===== config.mk =====
export PLATFORM = sky130hd
export DESIGN_NAME = ltd_diag_reg
export DESIGN_NICKNAME = d
export VERILOG_FILES = /design/src/include/ltd_pkg.sv /design/src/logic/ltd_byte_rx.sv /design/src/logic/ltd_diag_reg.sv
export VERILOG_INCLUDE_DIRS = /design/src /design/src/include
export SDC_FILE = /design/constraint.sdc
export NUM_CORES = 1
export LEC_CHECK = 0
export BUFFER_PORTS_ARGS = -buffer_cell sky130_fd_sc_hd__buf_4
export CORE_MARGIN = 2
export CORE_UTILIZATION = 53
export CTS_CLUSTER_DIAMETER = 120
export CTS_CLUSTER_SIZE = 30
export DETAILED_ROUTE_END_ITERATION = 8
export MAX_ROUTING_LAYER = met4
export PLACE_DENSITY = 0.85
export SLEW_MARGIN = 30
export SYNTH_ARGS = -nofsm -noshare
export SYNTH_HDL_FRONTEND = slang
export SYNTH_HIERARCHICAL = 1
export SYNTH_SLANG_ARGS = --single-unit

===== constraint.sdc =====
create_clock -name mclk -period 1.7 [get_ports mclk]
set_input_delay 0.085 -clock mclk [delete_from_list [all_inputs] [get_ports mclk]]
set_output_delay 0.085 -clock mclk [all_outputs]
set_load 0.05 [all_outputs]

===== src/include/ltd_cfg.svh =====
// Offsets, field positions, codes and reset values of the diagnostic register bank
`ifndef LTD_CFG_SVH
`define LTD_CFG_SVH

// Control byte register select field
`define LTD_SEL_LSB        0
`define LTD_SEL_MSB        1
`define LTD_SEL_DIAG       2'h2
// Loopback field
`define LTD_LOOP_LSB       2
`define LTD_LOOP_MSB       3
// Forced default select, default mode choice
`define LTD_FORCE_LSB      4
`define LTD_FORCE_MSB      7
`define LTD_FORCE_ALL      4'hf
`define LTD_DEFSEL_BIT     3
// Single control bits
`define LTD_SWAP_BIT       5
`define LTD_DLO_BIT        6
`define LTD_UNUSED_BIT     7
// Reset value of the diagnostic register
`define LTD_DIAG_RESET     8'h00
// Bits in one control byte
`define LTD_BYTE_BITS      4'h8

`endif


===== src/include/ltd_pkg.sv =====
// Types shared by the diagnostic register bank
package ltd_pkg;

  // Loopback path selection, in field code order
  typedef enum logic [1:0] {
    LTD_LOOP_NONE,
    LTD_LOOP_SYS_IN_OUT,
    LTD_LOOP_LINE,
    LTD_LOOP_END_TO_END
  } ltd_loop_t;

  // Operating mode of the bank
  typedef enum logic [1:0] {
    LTD_MODE_NORMAL,
    LTD_MODE_DEFAULT1,
    LTD_MODE_DEFAULT2
  } ltd_mode_t;

endpackage


===== src/logic/ltd_byte_rx.sv =====
// Control channel byte receiver: pin synchronisers and serial-to-parallel shift
`timescale 1ns/1ps
`include "ltd_cfg.svh"

module ltd_byte_rx (
  // Clock and reset
  input  wire logic       mclk,
  input  wire logic       rst_b,
  // Control channel pins
  input  wire logic       ctlBitClk,
  input  wire logic       ctlFrame,
  input  wire logic       ctlData,
  // Received byte and synchronised data level
  output logic [7:0]      rxByte,
  output logic            rxValid,
  output logic            dataLevel
);

  logic [2:0] syncA;       // First synchroniser stage
  logic [2:0] syncB;       // Second synchroniser stage
  logic       bitClkLast;  // Previous synced bit clock
  logic [3:0] bitCount;    // Bits taken in this byte
  logic [7:0] shiftReg;    // Byte being assembled
  logic       bitTake;     // Rising bit clock inside a frame

  // Two stages for clock, frame and data pins
  always_ff @(posedge mclk) begin
    if (!rst_b) begin
      syncA <= 3'h0;
      syncB <= 3'h0;
    end else begin
      syncA <= {ctlBitClk, ctlFrame, ctlData};
      syncB <= syncA;
    end
  end

  // Edge history taken from the second stage only
  always_ff @(posedge mclk) begin
    if (!rst_b) begin
      bitClkLast <= 1'h0;
    end else begin
      bitClkLast <= syncB[2];
    end
  end

  assign bitTake   = syncB[2] & ~bitClkLast & syncB[1];
  assign dataLevel = syncB[0];

  // Shift bits in, bit 0 first; frame low restarts the byte
  always_ff @(posedge mclk) begin
    if (!rst_b) begin
      bitCount <= 4'h0;
      shiftReg <= 8'h00;
    end else if (!syncB[1]) begin
      bitCount <= 4'h0;
    end else if (bitTake) begin
      shiftReg <= {syncB[0], shiftReg[7:1]};
      bitCount <= (bitCount == `LTD_BYTE_BITS - 4'h1) ? 4'h0 : bitCount + 4'h1;
    end
  end

  // Whole byte handed over for one cycle
  always_ff @(posedge mclk) begin
    if (!rst_b) begin
      rxByte  <= 8'h00;
      rxValid <= 1'h0;
    end else begin
      rxValid <= bitTake && (bitCount == `LTD_BYTE_BITS - 4'h1);
      if (bitTake && (bitCount == `LTD_BYTE_BITS - 4'h1)) begin
        rxByte <= {syncB[0], shiftReg[7:1]};
      end
    end
  end

endmodule


===== src/logic/ltd_diag_reg.sv =====
// Diagnostic configuration register of the line transceiver
`timescale 1ns/1ps
`include "ltd_cfg.svh"

module ltd_diag_reg (
  // Clock and reset
  input  wire logic mclk,
  input  wire logic rst_b,
  // Serial control channel pins
  input  wire logic ctlBitClk,
  input  wire logic ctlFrame,
  input  wire logic control_serial_input_pin,
  // Strap: dual port operation
  input  wire logic dualPortMode,
  // Transmit symbol from the line coder
  input  wire logic txSymbol,
  // Loopback path enables
  output logic      loopSysInToSysOut,
  output logic      loopLineOutToLineIn,
  output logic      loopSysOutToSysIn,
  // Scrambler and line driver control
  output logic      polynomial_interchange,
  output logic      line_output_disable,
  output logic      lineTxSymbol,
  output logic      line_bias_level,
  // Default mode state and forced settings
  output logic      defaultModeActive,
  output logic      defaultModeTwo,
  output logic      lineRate160,
  output logic      convergence_speedup,
  output logic      scrambler_enable,
  output logic      d_channel_in_b_slot,
  output logic      diag_register_reset,
  output logic      transmit_housekeeping_bit
);

  logic [7:0]         rxByte;       // Byte from the control channel
  logic               rxValid;      // Byte complete pulse
  logic               pinLevel;     // Synced control input level
  logic               dualSyncA;    // Dual port strap, stage one
  logic               dualSync;     // Dual port strap, stage two
  logic [7:0]         diagValue;    // Stored diagnostic register
  ltd_pkg::ltd_mode_t mode;         // Current operating mode
  ltd_pkg::ltd_mode_t next_mode;    // Mode from register and strap
  ltd_pkg::ltd_loop_t loopSel;      // Loopback field with its two bits swapped
  logic               diagWrite;    // Byte addresses this register

  // Address match on the select bits
  function automatic logic isDiagByte(input logic [7:0] b);
    isDiagByte = (b[`LTD_SEL_MSB:`LTD_SEL_LSB] == `LTD_SEL_DIAG);
  endfunction

  // Forced default pattern in the upper nibble
  function automatic logic isForced(input logic [7:0] b);
    isForced = (b[`LTD_FORCE_MSB:`LTD_FORCE_LSB] == `LTD_FORCE_ALL);
  endfunction

  // Serial byte receiver
  ltd_byte_rx u_rx (
    .mclk      (mclk),
    .rst_b     (rst_b),
    .ctlBitClk (ctlBitClk),
    .ctlFrame  (ctlFrame),
    .ctlData   (control_serial_input_pin),
    .rxByte    (rxByte),
    .rxValid   (rxValid),
    .dataLevel (pinLevel)
  );

  // Dual port strap synchroniser
  always_ff @(posedge mclk) begin
    if (!rst_b) begin
      dualSyncA <= 1'h0;
      dualSync  <= 1'h0;
    end else begin
      dualSyncA <= dualPortMode;
      dualSync  <= dualSyncA;
    end
  end

  // select bits decode
  // Serial writes only in single port use
  assign diagWrite = rxValid && isDiagByte(rxByte) && !dualSync;

  // store on complete byte
  // Bit 7 kept as written; host sets it only in the forced pattern
  always_ff @(posedge mclk) begin
    if (!rst_b) begin
      diagValue <= `LTD_DIAG_RESET;
    end else if (diagWrite) begin
      diagValue <= rxByte;
    end
  end

  // Mode from strap or forced pattern
  always_comb begin
    next_mode = ltd_pkg::LTD_MODE_NORMAL;
    if (dualSync) begin
      next_mode = pinLevel ? ltd_pkg::LTD_MODE_DEFAULT2 : ltd_pkg::LTD_MODE_DEFAULT1;
    end else if (isForced(diagValue)) begin
      next_mode = diagValue[`LTD_DEFSEL_BIT] ? ltd_pkg::LTD_MODE_DEFAULT2 : ltd_pkg::LTD_MODE_DEFAULT1;
    end
  end

  // Mode register
  always_ff @(posedge mclk) begin
    if (!rst_b) begin
      mode <= ltd_pkg::LTD_MODE_NORMAL;
    end else begin
      mode <= next_mode;
    end
  end

  // Bit 2 is the first code digit, bit 3 the second
  assign loopSel = ltd_pkg::ltd_loop_t'({diagValue[`LTD_LOOP_LSB], diagValue[`LTD_LOOP_MSB]});

  // Diagnostic outputs; all cleared in a default mode
  always_ff @(posedge mclk) begin
    if (!rst_b) begin
      loopSysInToSysOut      <= 1'h0;
      loopLineOutToLineIn    <= 1'h0;
      loopSysOutToSysIn      <= 1'h0;
      polynomial_interchange <= 1'h0;
      line_output_disable    <= 1'h0;
    end else begin
      case (next_mode)
        ltd_pkg::LTD_MODE_NORMAL: begin
          loopSysInToSysOut      <= (loopSel == ltd_pkg::LTD_LOOP_SYS_IN_OUT);
          loopLineOutToLineIn    <= (loopSel == ltd_pkg::LTD_LOOP_LINE);
          loopSysOutToSysIn      <= (loopSel == ltd_pkg::LTD_LOOP_END_TO_END);
          polynomial_interchange <= diagValue[`LTD_SWAP_BIT];
          line_output_disable    <= diagValue[`LTD_DLO_BIT];
        end
        default: begin
          loopSysInToSysOut      <= 1'h0;
          loopLineOutToLineIn    <= 1'h0;
          loopSysOutToSysIn      <= 1'h0;
          polynomial_interchange <= 1'h0;
          line_output_disable    <= 1'h0;
        end
      endcase
    end
  end

  always_ff @(posedge mclk) begin
    if (!rst_b) begin
      lineTxSymbol    <= 1'h0;
      line_bias_level <= 1'h1;
    end else begin
      lineTxSymbol    <= (next_mode == ltd_pkg::LTD_MODE_NORMAL && diagValue[`LTD_DLO_BIT]) ? 1'h0 : txSymbol;
      line_bias_level <= (next_mode == ltd_pkg::LTD_MODE_NORMAL && diagValue[`LTD_DLO_BIT]);
    end
  end

  always_ff @(posedge mclk) begin
    if (!rst_b) begin
      defaultModeActive         <= 1'h0;
      defaultModeTwo            <= 1'h0;
      lineRate160               <= 1'h0;
      convergence_speedup       <= 1'h0;
      scrambler_enable          <= 1'h0;
      d_channel_in_b_slot       <= 1'h0;
      diag_register_reset       <= 1'h0;
      transmit_housekeeping_bit <= 1'h0;
    end else begin
      defaultModeActive         <= (next_mode != ltd_pkg::LTD_MODE_NORMAL);
      defaultModeTwo            <= (next_mode == ltd_pkg::LTD_MODE_DEFAULT2);
      lineRate160               <= (next_mode == ltd_pkg::LTD_MODE_DEFAULT2);
      convergence_speedup       <= 1'h0;
      scrambler_enable          <= 1'h0;
      d_channel_in_b_slot       <= 1'h0;
      diag_register_reset       <= 1'h0;
      transmit_housekeeping_bit <= 1'h0;
    end
  end
endmodule


# Word level (Yosys, flattened, before mapping)
# Cells that the tools add are included.
dict set report totals {
  rom_bits 0
  mem_count 0
  inputBits 7
  wordCells 47
  reg_bits 47
  mem_bits_rw 0
  latch_bits 0
  out_inout_bits 15
}
dict set report op_classes {
  n_reduce_logical 11
  magnitude_cmp 0
  muxes 5
  n_eq_ne 7
  n_bitwise 4
  n_div 0
  multipliers 0
  shifts 0
  add_sub_neg 1
}
# operator count
set ops {}
lappend ops {{== test 2 bit, second input constant} 4}
lappend ops {{two-way mux 2 bit} 4}
lappend ops {{AND reduction 2 bit} 3}
lappend ops {{adder 4 x 1 -> 4 bit, second input constant} 1}
lappend ops {{== test 4 x 3 -> 1 bit, second input constant} 1}
lappend ops {{== test 4 bit, second input constant} 1}
lappend ops {{logical AND 1 bit} 4}
lappend ops {{two-way mux 4 bit} 1}
lappend ops {{bitwise AND 1 bit} 2}
lappend ops {{== test 2 x 1 -> 1 bit, second input constant} 1}
lappend ops {{logical NOT 2 bit} 1}
lappend ops {{inverter 1 bit} 2}
lappend ops {{nonzero test 2 bit} 1}
lappend ops {{OR reduction 2 bit} 1}
lappend ops {{logical NOT 1 bit} 1}

# Logic depth before layout (Yosys ltp)
dict set report logic_depth {
  depth_word 6
  mapped_depth 5
  depth_no_buf 4
}

# Modules after synthesis
# Netlist, hierarchy kept.
# module seq_area_each_um2 cells_per_inst instances area_each_um2
set by_module_without_submodules {}
lappend by_module_without_submodules {ltd_byte_rx 540.5 105 1 973.4}
lappend by_module_without_submodules {ltd_diag_reg 340.3 63 1 635.6}

# Worst setup path after synthesis
# OpenSTA, ideal clock, no wires.
dict set report synth_path {
  kind {reg-to-reg}
  start {register u_rx.bitCount[0]}
  end {register u_rx.bitCount[3]}
  setup_time_ns 0.070
  period_less_slack_ns 1.206
  path_stages_with_launch 4
  setup_slack_ns 0.494
  n_path_buf 0
  t_required_ns 1.630
  arrival_ns 1.136
  cell_sequence {dfxtp_1 > ha_1 > or4_1 > a21oi_1}
}
dict set report synth_via {
  elab_chain_cells 2
  word_cells_on_any_way 3
  cone_classes {add/sub: 1; eq/ne: 1; mux: 1}
}
# item line_no
set synth_rtl {}
lappend synth_rtl {{start, declared} ltd_byte_rx.sv:22} ;# logic [3:0] bitCount;
lappend synth_rtl {{start signal, assigned} ltd_byte_rx.sv:58} ;# bitCount <= (bitCount == `LTD_BYTE_BITS - 4'h1) ? 4'h0 : bitCount + 4'h1;
lappend synth_rtl {{adder 4 x 1 -> 4 bit / == test 4 x 3 -> 1 bit (equally long branches)} ltd_byte_rx.sv:58}
lappend synth_rtl {{two-way mux 4 bit *} ltd_byte_rx.sv:58}
# Mark *: on every way between the ends. The rest lies on a longest branch, timed or not.
# A chain may end at the register's enable or synchronous reset.

# Worst setup path after layout
# Ends and elaborated chain as after synthesis.

==> reports/qor.txt <==
multi-input logic area -> 648 sq um
Area Overhead vs Synth -> 12.8%
Power Dens Cells -> 905 nW/um^2
Final TNS setup -> 0 ps
# fillers -> 225
antenna-violating nets left -> 0
post-route minimum period -> 1280 ps
GPL Wtd Cong -> 0.751
Synth cell types -> 28
internal reg-to-reg setup slack -> 420 ps
fin area -> 1820 sq um
Die ar. -> 3490 sq um
HP Start -> rst_b
total track usage -> 16.3%
most common flop cell mapped by yosys -> dfxtp_1
crit path launch type -> flip-flop
ant diodes -> 0
sequential area share after synthesis -> 54.7%
Place WS -> 440 ps
crit-path cells -> ha_1, or4_1, a21oi_1
Die H -> 59.1 microns
CTS clk-pin slew, worst paths -> 110 ps
Worst Path Arrival -> 1560 ps
total overflow reported by the global router -> 0
LEAKAGE -> 0.691 nW
reg2reg end -> u_rx/bitCount[3]$_SDFFE_PN0P_
Post-synth ARST share -> 0%
Worst Setup Slack, final -> 418 ps
Max clock buf depth -> 2
CTS tree -> yes
CP Class -> flip-flop to flip-flop
Detailed Place HPWL -> 1750 microns
Final #Nets -> 195
Final setup viols -> 0
Crit Path Max Fanout -> 3
fmax -> 0.780 GHz
worst vdd ir -> 668 uV
Clock Skew -> 6.34 ps
syn_area_per_cell -> 9.58 sq um
Final Hold Fails -> 0
total iterations of the first detailed-routing run -> 4
vias -> 1099
initial antenna violation count -> 0
Routed WL -> 2480 microns
WHS Endpoint -> line_bias_level$_SDFF_PN1_
Post-CTS Setup Bufs -> 0
Synth area leader -> dfxtp_1
drc violations -> 0
data required time at the worst endpoint -> 1980 ps
hold crit path type -> input port to flip-flop
CTS resizes -> 0
Max Cap Violations -> 0
number of synthesized flops with an enable pin -> 0
# port buffers -> 16
Synth Register Bits -> 44
largest net degree at the start of global routing -> 53
CTS Sinks -> 44
crit-path max cell delay -> 500 ps
commonest non-fill, non-tap cell in the layout -> nand2_1
hold-critical path depth -> 2
Clk Latency, worst-skew pair -> 340 ps
Reg area -> 881 sq um
Core Box Area -> 2830 sq um
reg2reg start -> u_rx/bitCount[0]$_SDFFE_PN0P_
Root Driver -> clkbuf_4
fraction of layout cells with a size suffix above 1 -> 14.4%
Hold Buf Count CTS -> 5
Max Slew Vio Count -> 0
Slowest cell on crit path -> or4_1
io pins -> 22
num rows -> 19
Area contributors post-synth -> dfxtp_1 55%, nand2_1 11%, mux2i_1 8.7%
share of the synthesized area in the top cell type -> 54.7%
via/cell ratio -> 5.02
RSZ-0062 raised after global routing -> false
most frequent cells in the layout -> 46 x nand2_1, 44 x dfxtp_1, 18 x buf_4
DR WL/cell -> 11.3 microns
number of global-route vias before repair -> 981
cells after synthesis -> 168
worst r2r path cells -> 3
Crit. End Element -> flip-flop
CTS Buf Count -> 5
fin util -> 64.2%
DRT iter0 DRCs -> 24
Final period util -> 75.4%
Syn. warnings -> 6
global-route wire length before repair -> 4130 microns
Post-DP Area -> 1710 sq um
status -> finished, final reports clean
Mapped Area -> 1610 sq um
die width -> 59.1 microns
H-tree lvl count -> 2
starting density of the core -> 56.9%
[sequential cells by signal (all words and copies together), names as in the netlist, 3 cells and up]
name and flops:
u_rx/rxByte 8, u_rx/shiftReg 7, diagValue 6, u_rx/bitCount 4, u_rx/syncA 3, u_rx/syncB 3
[layout make-up]
class / instances / area share [%]
clock buffer: 8 / 3.24
inverter: 1 / 0.207
multi-input combinational: 112 / 35.7
sequential: 44 / 48.5
tap: 31 / 2.14
timing repair buffer: 23 / 10.2
[worst max-delay path by stage]
| stage | startpoint | endpoint | slack, ps | cells past startpoint |
|---|---|---|---|---|
| global route | u_rx/bitCount[0]$_SDFFE_PN0P_ | u_rx/rxByte[5]$_SDFFE_PN0P_ | 250 | 5 |
| global placement | u_rx/bitCount[0]$_SDFFE_PN0P_ | u_rx/bitCount[3]$_SDFFE_PN0P_ | 470 | 3 |
| finish | u_rx/bitCount[0]$_SDFFE_PN0P_ | u_rx/bitCount[3]$_SDFFE_PN0P_ | 420 | 3 |
| detailed placement | u_rx/bitCount[0]$_SDFFE_PN0P_ | u_rx/bitCount[3]$_SDFFE_PN0P_ | 440 | 3 |
| floorplan | u_rx/bitCount[0]$_SDFFE_PN0P_ | u_rx/bitCount[3]$_SDFFE_PN0P_ | 490 | 3 |
| CTS | u_rx/bitCount[0]$_SDFFE_PN0P_ | u_rx/bitCount[3]$_SDFFE_PN0P_ | 410 | 3 |
[Yosys cell counts, drive strengths merged (2+ instances only)]
library cell,n
buf,9
a21oi,3
and2,11
mux2i,14
nand3,2
dfxtp,44
and3,2
nand3b,2
nor2,4
clkbuf,6
o21ai,3
nand2,46
a21boi,7
nor3,3
[metal layers]
layer | track usage (%) | up-vias | part of all wire, %
met1 | 17.4 | 497 | 45
met3 | 5.90 | 6 | 3.6
met2 | 27.3 | 17 | 50
li1 | - | 579 | -
met4 | 6.82 | 0 | 1.8
met5 | - | - | 0
[critical path, delay by kind of cell, from the launching register on]
kind,cells,cell delay (ps)
flops,1,350
compound gates,1,150
fa+ha+maj,1,220
simple gates,1,500
[where the power goes]
| part | switching [mW] | total (mW) | internal (mW) |
|---|---|---|---|
| clock | 0.299 | 0.503 | 0.204 |
| sequential | 0.00543 | 1.05 | 1.04 |
| combinational | 0.0601 | 0.0909 | 0.0309 |
[logic make-up (layout without fill, tap and decap cells)]
| family | Yosys count | in the layout | share of synthesized area, % |
|---|---|---|---|
| adder cells (fa/ha/maj) | 1 | 1 | 0.777 |
| multiplexers | 15 | 15 | 9.41 |
| XOR/XNOR | 1 | 1 | 0.544 |
| AND/OR/NAND/NOR | 75 | 75 | 21.9 |
| AO/OA/AOI/OAI | 15 | 15 | 6.45 |
| flip-flops | 44 | 44 | 54.7 |
| other | 1 | 5 | 0.233 |
| buffers and inverters | 16 | 32 | 5.91 |
[metrics by stage]
stage | hold slack [ps] | cells | total power [mW]
after CTS | 133 | 219 | 1.66
after global placement | 293 | 206 | 1.15
after global routing | 187 | 219 | 1.71
after floorplan | 212 | 172 | 1.14
final | 149 | 219 | 1.64
after detailed placement | 297 | 206 | 1.15
(Power assumes the default switching activity.)
